## src/rtl/ecb_pkg.sv

```systemverilog
// Purpose: constants for the extended configuration header bank
// Assumes: dword-addressed configuration requests, 12-bit byte offsets
// Notes: reset classes cover sticky, link-reset and hot-reset bits
// Operation
// - sticky bits clear only on global reset or power-on reset.
// - link-class bits clear on link, global or power-on reset, not hot reset.
// - all other bits also clear on hot reset.
// - capability identifier at 100h reads 0001h, read-only, writes ignored.
// - enable bit low makes next-pointer field read 000h.
// - enable bit high makes next-pointer field read 150h.
// - low four bits of 102h always read version 1h.
// - 102h is read-only; pointer derived combinationally from enable bit.
package ecb_pkg;
   localparam logic [11:0] ECB_OFF_CAP_HDR = 12'h100;
   localparam logic [11:0] ECB_OFF_FATAL_FLAGS = 12'h104;
   localparam logic [11:0] ECB_OFF_FATAL_SUPPRESS = 12'h108;
   localparam logic [11:0] ECB_OFF_FATAL_CLASS_SEL = 12'h10C;
   localparam logic [11:0] ECB_OFF_SOFT_FLAGS = 12'h110;
   localparam logic [11:0] ECB_OFF_SOFT_SUPPRESS = 12'h114;
   localparam logic [11:0] ECB_OFF_ERR_CONTROL = 12'h118;
   localparam logic [11:0] ECB_OFF_FAULT_HDR0 = 12'h11C;
   localparam logic [11:0] ECB_OFF_FAULT_HDR1 = 12'h120;
   localparam logic [11:0] ECB_OFF_FAULT_HDR2 = 12'h124;
   localparam logic [11:0] ECB_OFF_FAULT_HDR3 = 12'h128;
   localparam logic [11:0] ECB_OFF_DS_FATAL_FLAGS = 12'h12C;
   localparam logic [11:0] ECB_OFF_DS_FATAL_SUPPRESS = 12'h130;
   localparam logic [11:0] ECB_OFF_DS_FATAL_CLASS = 12'h134;
   localparam logic [11:0] ECB_OFF_DS_ERR_CONTROL = 12'h138;
   localparam logic [11:0] ECB_OFF_DS_HDR0 = 12'h13C;
   localparam logic [11:0] ECB_OFF_DS_HDR1 = 12'h140;
   localparam logic [11:0] ECB_OFF_DS_HDR2 = 12'h144;
   localparam logic [11:0] ECB_OFF_DS_HDR3 = 12'h148;
   localparam logic [11:0] ECB_OFF_CHAN_CAP_HDR = 12'h150;
   localparam logic [11:0] ECB_OFF_PORT_CHAN_CAP1 = 12'h154;
   localparam logic [11:0] ECB_OFF_PORT_CHAN_CAP2 = 12'h158;
   localparam logic [11:0] ECB_OFF_PORT_CHAN_CTRL_STAT = 12'h15C;
   localparam logic [11:0] ECB_OFF_CHAN0_RES_CAP = 12'h160;
   localparam logic [11:0] ECB_OFF_CHAN0_RES_CTRL = 12'h164;
   localparam logic [11:0] ECB_OFF_CHAN0_RES_STAT = 12'h168;
   localparam logic [11:0] ECB_OFF_CHAN1_RES_CAP = 12'h16C;
   localparam logic [11:0] ECB_OFF_CHAN1_RES_CTRL = 12'h170;
   localparam logic [11:0] ECB_OFF_CHAN_ARB_0 = 12'h180;
   localparam logic [11:0] ECB_OFF_CHAN_ARB_2 = 12'h188;
   localparam logic [11:0] ECB_OFF_CHAN_ARB_3 = 12'h18C;
   localparam logic [11:0] ECB_OFF_PORT_ARB_0 = 12'h1C0;
   localparam logic [11:0] ECB_OFF_PORT_ARB_1 = 12'h1C4;
   localparam logic [11:0] ECB_OFF_PORT_ARB_2 = 12'h1C8;
   localparam logic [11:0] ECB_OFF_PORT_ARB_3 = 12'h1CC;
   localparam logic [11:0] ECB_OFF_PORT_ARB_4 = 12'h1D0;
   localparam logic [11:0] ECB_OFF_PORT_ARB_5 = 12'h1D4;
   localparam logic [11:0] ECB_OFF_PORT_ARB_6 = 12'h1D8;
   localparam logic [11:0] ECB_OFF_PORT_ARB_7 = 12'h1DC;
   localparam logic [11:0] ECB_OFF_PORT_ARB_8 = 12'h1E0;
   localparam logic [11:0] ECB_OFF_PORT_ARB_9 = 12'h1E4;
   localparam logic [11:0] ECB_OFF_PORT_ARB_10 = 12'h1E8;
   localparam logic [11:0] ECB_OFF_PORT_ARB_11 = 12'h1EC;
   localparam logic [11:0] ECB_OFF_PORT_ARB_12 = 12'h1F0;
   localparam logic [11:0] ECB_OFF_PORT_ARB_13 = 12'h1F4;
   localparam logic [11:0] ECB_OFF_PORT_ARB_14 = 12'h1F8;
   localparam logic [11:0] ECB_OFF_PORT_ARB_15 = 12'h1FC;
   localparam logic [15:0] ECB_ERR_CAP_ID = 16'h0001;
   localparam logic [11:0] ECB_NEXT_VC = 12'h150;
   localparam logic [11:0] ECB_NEXT_END = 12'h000;
   localparam logic [3:0] ECB_CAP_VERSION = 4'h1;
   localparam int ECB_NUM_WORDS = 64;
   localparam logic [31:0] ECB_WORD_RESET = 32'h0000_0000;
   typedef enum logic [1:0] {ECB_CLASS_HOT, ECB_CLASS_LINK, ECB_CLASS_STICKY} ecb_class_e;
endpackage : ecb_pkg

```

## src/rtl/ecb_header_bank.sv

```systemverilog
// Purpose: extended configuration header bank with three reset classes
// Purpose: header word decode, storage words, reserved-offset handling
// Assumes: one request per cycle, read data one cycle after the request
// Assumes: offsets are byte offsets; the low two address bits are ignored
// Notes: per-word reset class is chosen by module parameters
// Notes: resets win over a write in the same cycle
`timescale 1ns/1ps
`default_nettype none
module ecb_header_bank
   import ecb_pkg::*;
#(
   parameter logic [ECB_NUM_WORDS-1:0] STICKY_MAP = '0,
   parameter logic [ECB_NUM_WORDS-1:0] LINK_MAP = {ECB_NUM_WORDS{1'b1}}
)
(
   // clock
   input wire logic ref_clk,

   // power-on and global resets
   input wire logic srst,
   input wire logic global_reset_input,

   // link-side resets
   input wire logic link_reset,
   input wire logic hot_reset,

   // general control
   input wire logic channel_capability_enable,

   // request strobes
   input wire logic cfg_rd,
   input wire logic cfg_wr,

   // address, lanes and data
   input wire logic [11:0] cfg_addr,
   input wire logic [3:0] cfg_be,
   input wire logic [31:0] cfg_wdata,

   // configuration answer
   output logic [31:0] cfg_rdata,
   output logic cfg_rvalid
);

   // =======================================================
   // state
   typedef struct packed
   {
      logic [ECB_NUM_WORDS-1:0][31:0] word;
      logic [31:0] rdata;
      logic rvalid;
   } ecb_state_s;

   ecb_state_s st;
   ecb_state_s next_st;

   // =======================================================
   // address decode: error reporting registers
   function automatic logic in_error_block(input logic [11:0] a);
      case (a)
         // upstream flags and controls
         ECB_OFF_FATAL_FLAGS:
            in_error_block = 1'b1;
         ECB_OFF_FATAL_SUPPRESS:
            in_error_block = 1'b1;
         ECB_OFF_FATAL_CLASS_SEL:
            in_error_block = 1'b1;
         ECB_OFF_SOFT_FLAGS:
            in_error_block = 1'b1;
         ECB_OFF_SOFT_SUPPRESS:
            in_error_block = 1'b1;
         ECB_OFF_ERR_CONTROL:
            in_error_block = 1'b1;

         // upstream fault header log
         ECB_OFF_FAULT_HDR0:
            in_error_block = 1'b1;
         ECB_OFF_FAULT_HDR1:
            in_error_block = 1'b1;
         ECB_OFF_FAULT_HDR2:
            in_error_block = 1'b1;
         ECB_OFF_FAULT_HDR3:
            in_error_block = 1'b1;

         // downstream flags and controls
         ECB_OFF_DS_FATAL_FLAGS:
            in_error_block = 1'b1;
         ECB_OFF_DS_FATAL_SUPPRESS:
            in_error_block = 1'b1;
         ECB_OFF_DS_FATAL_CLASS:
            in_error_block = 1'b1;
         ECB_OFF_DS_ERR_CONTROL:
            in_error_block = 1'b1;

         // downstream fault header log
         ECB_OFF_DS_HDR0:
            in_error_block = 1'b1;
         ECB_OFF_DS_HDR1:
            in_error_block = 1'b1;
         ECB_OFF_DS_HDR2:
            in_error_block = 1'b1;
         ECB_OFF_DS_HDR3:
            in_error_block = 1'b1;

         default:
            in_error_block = 1'b0;
      endcase
   endfunction : in_error_block

   // =======================================================
   // address decode: channel capability registers
   function automatic logic in_channel_block(input logic [11:0] a);
      case (a)
         // capability and port control
         ECB_OFF_CHAN_CAP_HDR:
            in_channel_block = 1'b1;
         ECB_OFF_PORT_CHAN_CAP1:
            in_channel_block = 1'b1;
         ECB_OFF_PORT_CHAN_CAP2:
            in_channel_block = 1'b1;
         ECB_OFF_PORT_CHAN_CTRL_STAT:
            in_channel_block = 1'b1;

         // per-channel resources
         ECB_OFF_CHAN0_RES_CAP:
            in_channel_block = 1'b1;
         ECB_OFF_CHAN0_RES_CTRL:
            in_channel_block = 1'b1;
         ECB_OFF_CHAN0_RES_STAT:
            in_channel_block = 1'b1;
         ECB_OFF_CHAN1_RES_CAP:
            in_channel_block = 1'b1;
         ECB_OFF_CHAN1_RES_CTRL:
            in_channel_block = 1'b1;

         default:
            in_channel_block = 1'b0;
      endcase
   endfunction : in_channel_block

   // =======================================================
   // address decode: channel arbitration table
   function automatic logic in_channel_arb(input logic [11:0] a);
      case (a)
         ECB_OFF_CHAN_ARB_0:
            in_channel_arb = 1'b1;
         ECB_OFF_CHAN_ARB_2:
            in_channel_arb = 1'b1;
         ECB_OFF_CHAN_ARB_3:
            in_channel_arb = 1'b1;

         default:
            in_channel_arb = 1'b0;
      endcase
   endfunction : in_channel_arb

   // =======================================================
   // address decode: port arbitration table
   function automatic logic in_port_arb(input logic [11:0] a);
      case (a)
         // phases 0 to 63
         ECB_OFF_PORT_ARB_0:
            in_port_arb = 1'b1;
         ECB_OFF_PORT_ARB_1:
            in_port_arb = 1'b1;
         ECB_OFF_PORT_ARB_2:
            in_port_arb = 1'b1;
         ECB_OFF_PORT_ARB_3:
            in_port_arb = 1'b1;
         ECB_OFF_PORT_ARB_4:
            in_port_arb = 1'b1;
         ECB_OFF_PORT_ARB_5:
            in_port_arb = 1'b1;
         ECB_OFF_PORT_ARB_6:
            in_port_arb = 1'b1;
         ECB_OFF_PORT_ARB_7:
            in_port_arb = 1'b1;

         // phases 64 to 127
         ECB_OFF_PORT_ARB_8:
            in_port_arb = 1'b1;
         ECB_OFF_PORT_ARB_9:
            in_port_arb = 1'b1;
         ECB_OFF_PORT_ARB_10:
            in_port_arb = 1'b1;
         ECB_OFF_PORT_ARB_11:
            in_port_arb = 1'b1;
         ECB_OFF_PORT_ARB_12:
            in_port_arb = 1'b1;
         ECB_OFF_PORT_ARB_13:
            in_port_arb = 1'b1;
         ECB_OFF_PORT_ARB_14:
            in_port_arb = 1'b1;
         ECB_OFF_PORT_ARB_15:
            in_port_arb = 1'b1;

         default:
            in_port_arb = 1'b0;
      endcase
   endfunction : in_port_arb

   // =======================================================
   // address decode: storage map; the header word and the gaps are not storage
   function automatic logic is_storage(input logic [11:0] a);
      is_storage = in_error_block(a)
         || in_channel_block(a)
         || in_channel_arb(a)
         || in_port_arb(a);
   endfunction : is_storage

   // the header word is computed, never stored
   function automatic logic is_header(input logic [11:0] a);
      is_header = (a == ECB_OFF_CAP_HDR);
   endfunction : is_header

   // word 0 would be the header word and stays unused
   function automatic logic [5:0] word_index(input logic [11:0] a);
      word_index = a[7:2];
   endfunction : word_index

   // =======================================================
   // reset classes
   function automatic ecb_class_e word_class(input int i);
      if (STICKY_MAP[i])
      begin
         word_class = ECB_CLASS_STICKY;
      end
      else if (LINK_MAP[i])
      begin
         word_class = ECB_CLASS_LINK;
      end
      else
      begin
         word_class = ECB_CLASS_HOT;
      end
   endfunction : word_class

   // true when a link-side reset wipes a word of the given class
   function automatic logic class_clears(input ecb_class_e c, input logic lnk, input logic hot);
      case (c)
         ECB_CLASS_STICKY:
         begin
            class_clears = 1'b0;
         end
         ECB_CLASS_LINK:
         begin
            class_clears = lnk;
         end
         ECB_CLASS_HOT:
         begin
            class_clears = lnk || hot;
         end
         default:
         begin
            class_clears = 1'b0;
         end
      endcase
   endfunction : class_clears

   // =======================================================
   // header word: read-only, pointer follows the enable bit directly
   function automatic logic [31:0] header_word(input logic enable);
      logic [11:0] next_ptr;
      if (enable)
      begin
         next_ptr = ECB_NEXT_VC;
      end
      else
      begin
         next_ptr = ECB_NEXT_END;
      end
      header_word = {next_ptr, ECB_CAP_VERSION, ECB_ERR_CAP_ID};
   endfunction : header_word

   // =======================================================
   // byte-lane handling for writes
   function automatic logic [31:0] lane_mask(input logic [3:0] lanes);
      logic [31:0] mask;
      mask = '0;
      for (int b = 0; b < 4; b++)
      begin
         if (lanes[b])
         begin
            mask[b*8 +: 8] = 8'hFF;
         end
      end
      lane_mask = mask;
   endfunction : lane_mask

   function automatic logic [31:0] merge_bytes(
      input logic [31:0] old_word,
      input logic [31:0] new_word,
      input logic [3:0] lanes
   );
      merge_bytes = (old_word & ~lane_mask(lanes)) | (new_word & lane_mask(lanes));
   endfunction : merge_bytes

   // =======================================================
   // read mux; anything but the header and storage reads zero
   function automatic logic [31:0] read_word(
      input ecb_state_s s,
      input logic [11:0] a,
      input logic enable
   );
      if (is_header(a))
      begin
         read_word = header_word(enable);
      end
      else if (is_storage(a))
      begin
         read_word = s.word[word_index(a)];
      end
      else
      begin
         read_word = '0;
      end
   endfunction : read_word

   // =======================================================
   // next state
   always_comb
   begin
      logic [11:0] a;
      a = {cfg_addr[11:2], 2'b00};
      next_st = st;

      // =======================================================
      // read answer stands for one cycle
      next_st.rvalid = cfg_rd;
      if (cfg_rd)
      begin
         next_st.rdata = read_word(st, a, channel_capability_enable);
      end
      else
      begin
         next_st.rdata = '0;
      end

      // =======================================================
      // writes land only in storage; header and gaps ignore them
      if (cfg_wr && is_storage(a))
      begin
         next_st.word[word_index(a)] =
            merge_bytes(st.word[word_index(a)], cfg_wdata, cfg_be);
      end

      // =======================================================
      // link and hot resets clear storage per class, after any write
      for (int i = 0; i < ECB_NUM_WORDS; i++)
      begin
         if (class_clears(word_class(i), link_reset, hot_reset))
         begin
            next_st.word[i] = ECB_WORD_RESET;
         end
      end
   end

   // =======================================================
   // registers; srst is the power-on reset
   always_ff @(posedge ref_clk)
   begin
      // power-on and global reset clear every class
      if (srst || global_reset_input)
      begin
         st.word <= '0;
         st.rdata <= '0;
         st.rvalid <= 1'b0;
      end
      else
      begin
         st <= next_st;
      end
   end

   // =======================================================
   // outputs
   assign cfg_rdata = st.rdata;
   assign cfg_rvalid = st.rvalid;
endmodule : ecb_header_bank
`default_nettype wire

```

## config.mk

```make
export PLATFORM = sky130hd
export DESIGN_NAME = ecb_header_bank
export DESIGN_NICKNAME = d
export VERILOG_FILES = /design/src/rtl/ecb_pkg.sv /design/src/rtl/ecb_header_bank.sv
export SDC_FILE = /design/constraint.sdc
export NUM_CORES = 2
export LEC_CHECK = 0
export ABC_CLOCK_PERIOD_IN_PS = 5520
export BUFFER_PORTS_ARGS = -buffer_cell sky130_fd_sc_hd__buf_2
export CORE_UTILIZATION = 53
export DETAILED_ROUTE_END_ITERATION = 10
export PLACE_DENSITY = 0.69
export SLEW_MARGIN = 5
export SYNTH_ARGS = -nofsm -noshare
export SYNTH_HDL_FRONTEND = slang
export SYNTH_SLANG_ARGS = --single-unit
```

## constraint.sdc

```tcl
create_clock -name ref_clk -period 5.52 [get_ports ref_clk]
set_clock_uncertainty 0.1 [all_clocks]
set_input_delay 0.552 -clock ref_clk [delete_from_list [all_inputs] [get_ports ref_clk]]
set_output_delay 0.552 -clock ref_clk [all_outputs]
set_load 0.005 [all_outputs]
```

==> reports/results.txt <==
RSZ-0062 raised after global routing - no
Pre-antenna DRT Iters - 6
startpoint types - primary input
Detailed Route WL - 252000 µm
largest cells by area after synthesis - dfxtp_1 (48%), mux2i_1 (12%), o21ai_0 (8.0%)
placed cell count - 10400
number of global-route vias before repair - 63500
core footprint - 0.161 mm²
synth unique cells - 55
Main synth FF type - dfxtp_1
async set-reset flop share out of synthesis - 0
crit path time final - 3770 ps
VDD IR max - 0.000350 V
Final Cycle Share - 0.683
largest net degree at the start of global routing - 264
grt ovf - 0
DR WL/cell - 23.4 µm
relative slew slack - 0.222
hold path start - srst
Multi-input gate area - 0.0400 mm²
CP max stage cell - nor2b_4
non-filler cells, final - 10800
fin. max-slew vios - 0
die width - 405 µm
post-layout util - 0.585
Post-CTS Setup Bufs - 0
most used cell along the critical path - buf_4
Leakage - 0.0361 µW
worst hold path depth - 4
clk slew on worst S/H paths - 70 ps
Clock Path Buffers - 3
CP startpoint - cfg_addr[4]
CTS tree - done
hpwl dp - 142000 µm
Skew-Pair Late Insertion Delay - 850 ps
Final #Nets - 8493
Inserted Clock Buffers - 207
GRT Overall Usage - 0.296
Hold Slack - 75.0 ps
Yosys top cell area share - 0.483
CP Depth - 11
layout cell share with drive strength beyond 1 - 0.125
synth warn - 0
die height - 405 µm
Residual DRC - 0
worst setup path class - in -> reg
starting density of the core - 0.536
DRT antenna net count - 0
Post-synth EDFFs - 0
Syn Inst Count - 8901
Sequential cell area - 0.0417 mm²
most common cell after layout, fill and taps aside - dfxtp_1
Layout area overhead - 9.25%
final hold viol count - 0
WP buf/inv - 4
Netlist Area Pre-Place - 0.0862 mm²
Sink Count - 2081
critical path cell sequence - buf_2, nor2b_4, buf_4, buf_12, nand2_1, nand3_1, nand4_1, a22o_1, buf_4, a21oi_4, a21oi_1
sequential fraction of the synthesis area - 0.483
final setup violation count - 0
post-synth net total - 8957
Critical Path End Type - register
Synth area leader - dfxtp_1
full die area - 0.164 mm²
status - finished clean
vias per inst - 6.27
Top delay family on crit path - buffers and inverters
Via Count - 67500
Hold-fix buffers, CTS - 1
delay of the slowest critical-path stage - 880 ps
IO buf count - 85
Pwr Total - 31500 µW
antenna violations before repair - 6
Root Buffer - clkbuf_16
IO Pins - 89
fillcell total - 13500
max cap viols - 0
Starting DRT DRC Count - 7865
first-pass GRT wire length - 382000 µm
Hold Path Class - in -> reg
FF-to-FF path depth - 8
Fin Setup TNS - 0 ps
actual slew at the worst max-slew pin - 1170 ps
Synth Register Bits - 2081
row cnt - 147
gpl congestion - 0.867
Max Clock Freq - 0.265 GHz
worst-path maximum fanout - 40
Power per Cell Area - 335 mW/mm²
Syn Area/Cell - 9.69 µm²
reg-to-reg critical path startpoint - st[1031]
crit path DAT - 4350 ps
number of H-tree levels - 4
leading cell types in the layout, fill and taps excluded - dfxtp_1 (2081), o21ai_0 (1375), mux2i_1 (1025), a21oi_1 (953), and2_1 (576)
post-CTS sizing - 0
CP Data Required Time - 6100 ps
report_power, final:
| group | total [µW] | internal (µW) | switching [µW] | leakage (µW) |
|---|---|---|---|---|
| Sequential | 15000 | 15000 | 1.20 | 0.0168 |
| Combinational | 2150 | 646 | 1510 | 0.0160 |
| Clock | 14400 | 8340 | 6040 | 0.00343 |
| Total | 31500 | 24000 | 7540 | 0.0361 |
through the flow:
step,instance area (µm²),setup slack [ps]
floorplan,86200,2900
global placement,87200,1080
detailed placement,87200,1050
CTS,94200,1930
global route,94200,1780
finish,94200,1750
synthesized netlist by cell type, types with 2 or more instances:
library cell	instances
nor3_1	9
a2bb2oi_4	11
clkbuf_1	491
and3_1	2
a21oi_2	10
nand2_1	156
o211ai_1	2
nand3_2	3
or3_1	4
buf_6	72
nand2b_1	2
nand4_1	7
dfxtp_1	2081
nor2b_1	28
nor2_2	8
a22o_1	4
mux4_2	5
a21oi_4	5
nand2_2	30
nor4_4	32
o21ai_0	1375
o21ai_1	141
buf_4	165
a31oi_1	254
o21a_1	4
or2_2	5
nor2_1	298
o22ai_1	27
nand3_1	72
buf_1	21
buf_2	227
a211oi_1	5
inv_2	2
a22oi_1	495
a2bb2oi_2	15
a31oi_2	260
a21oi_1	953
nor2_4	2
mux2i_1	1025
and2_1	576
or2_1	3
final timing paths:
path                  endpoint  slack [ps]
setup / recovery      st[1585]        1750
hold / removal    cfg_rdata[0]          70
setup reg to reg       st[775]        2790
hold reg to reg       st[1435]         350
cell families after synthesis:
logic type / after synthesis / synth area share
muxes: 1030 / 0.120
AOI/OAI and AO/OA: 3565 / 0.254
buffers and inverters: 981 / 0.0598
DFF: 2081 / 0.483
and+or+nand+nor: 1244 / 0.0822
registers in the layout, summed over array words and instances, names as in the netlist:
| register | cells |
|---|---|
| st | 2048 |
| cfg_rdata | 32 |
| cfg_rvalid | 1 |
worst reg2reg max path: stages, from the launching register on:
cell	delay, ps
dfxtp_1	320
mux2i_1	160
a22oi_1	130
nand2_1	120
o22ai_1	100
nor2_1	570
a2bb2oi_4	730
buf_12	270
a21oi_1	100
layer usage:
layer	vias to the layer above	part of all wire	global-route usage
li1	31200	-	-
met1	33100	0.44	0.410
met2	2749	0.44	0.460
met3	481	0.079	0.0513
met4	4	0.033	0.106
met5	-	0.00011	0
final cells by class:
cell class | instances | share of cell area
flip-flops and latches | 2081 | 0.442
inverters | 3 | 0.000120
clock inverters | 71 | 0.00917
multi-input cells | 5839 | 0.424
well taps | 2160 | 0.0287
diodes | 2 | 0.0000531
repair buffers | 305 | 0.0306
clock buffers | 306 | 0.0647
(Power assumes the default switching activity.)
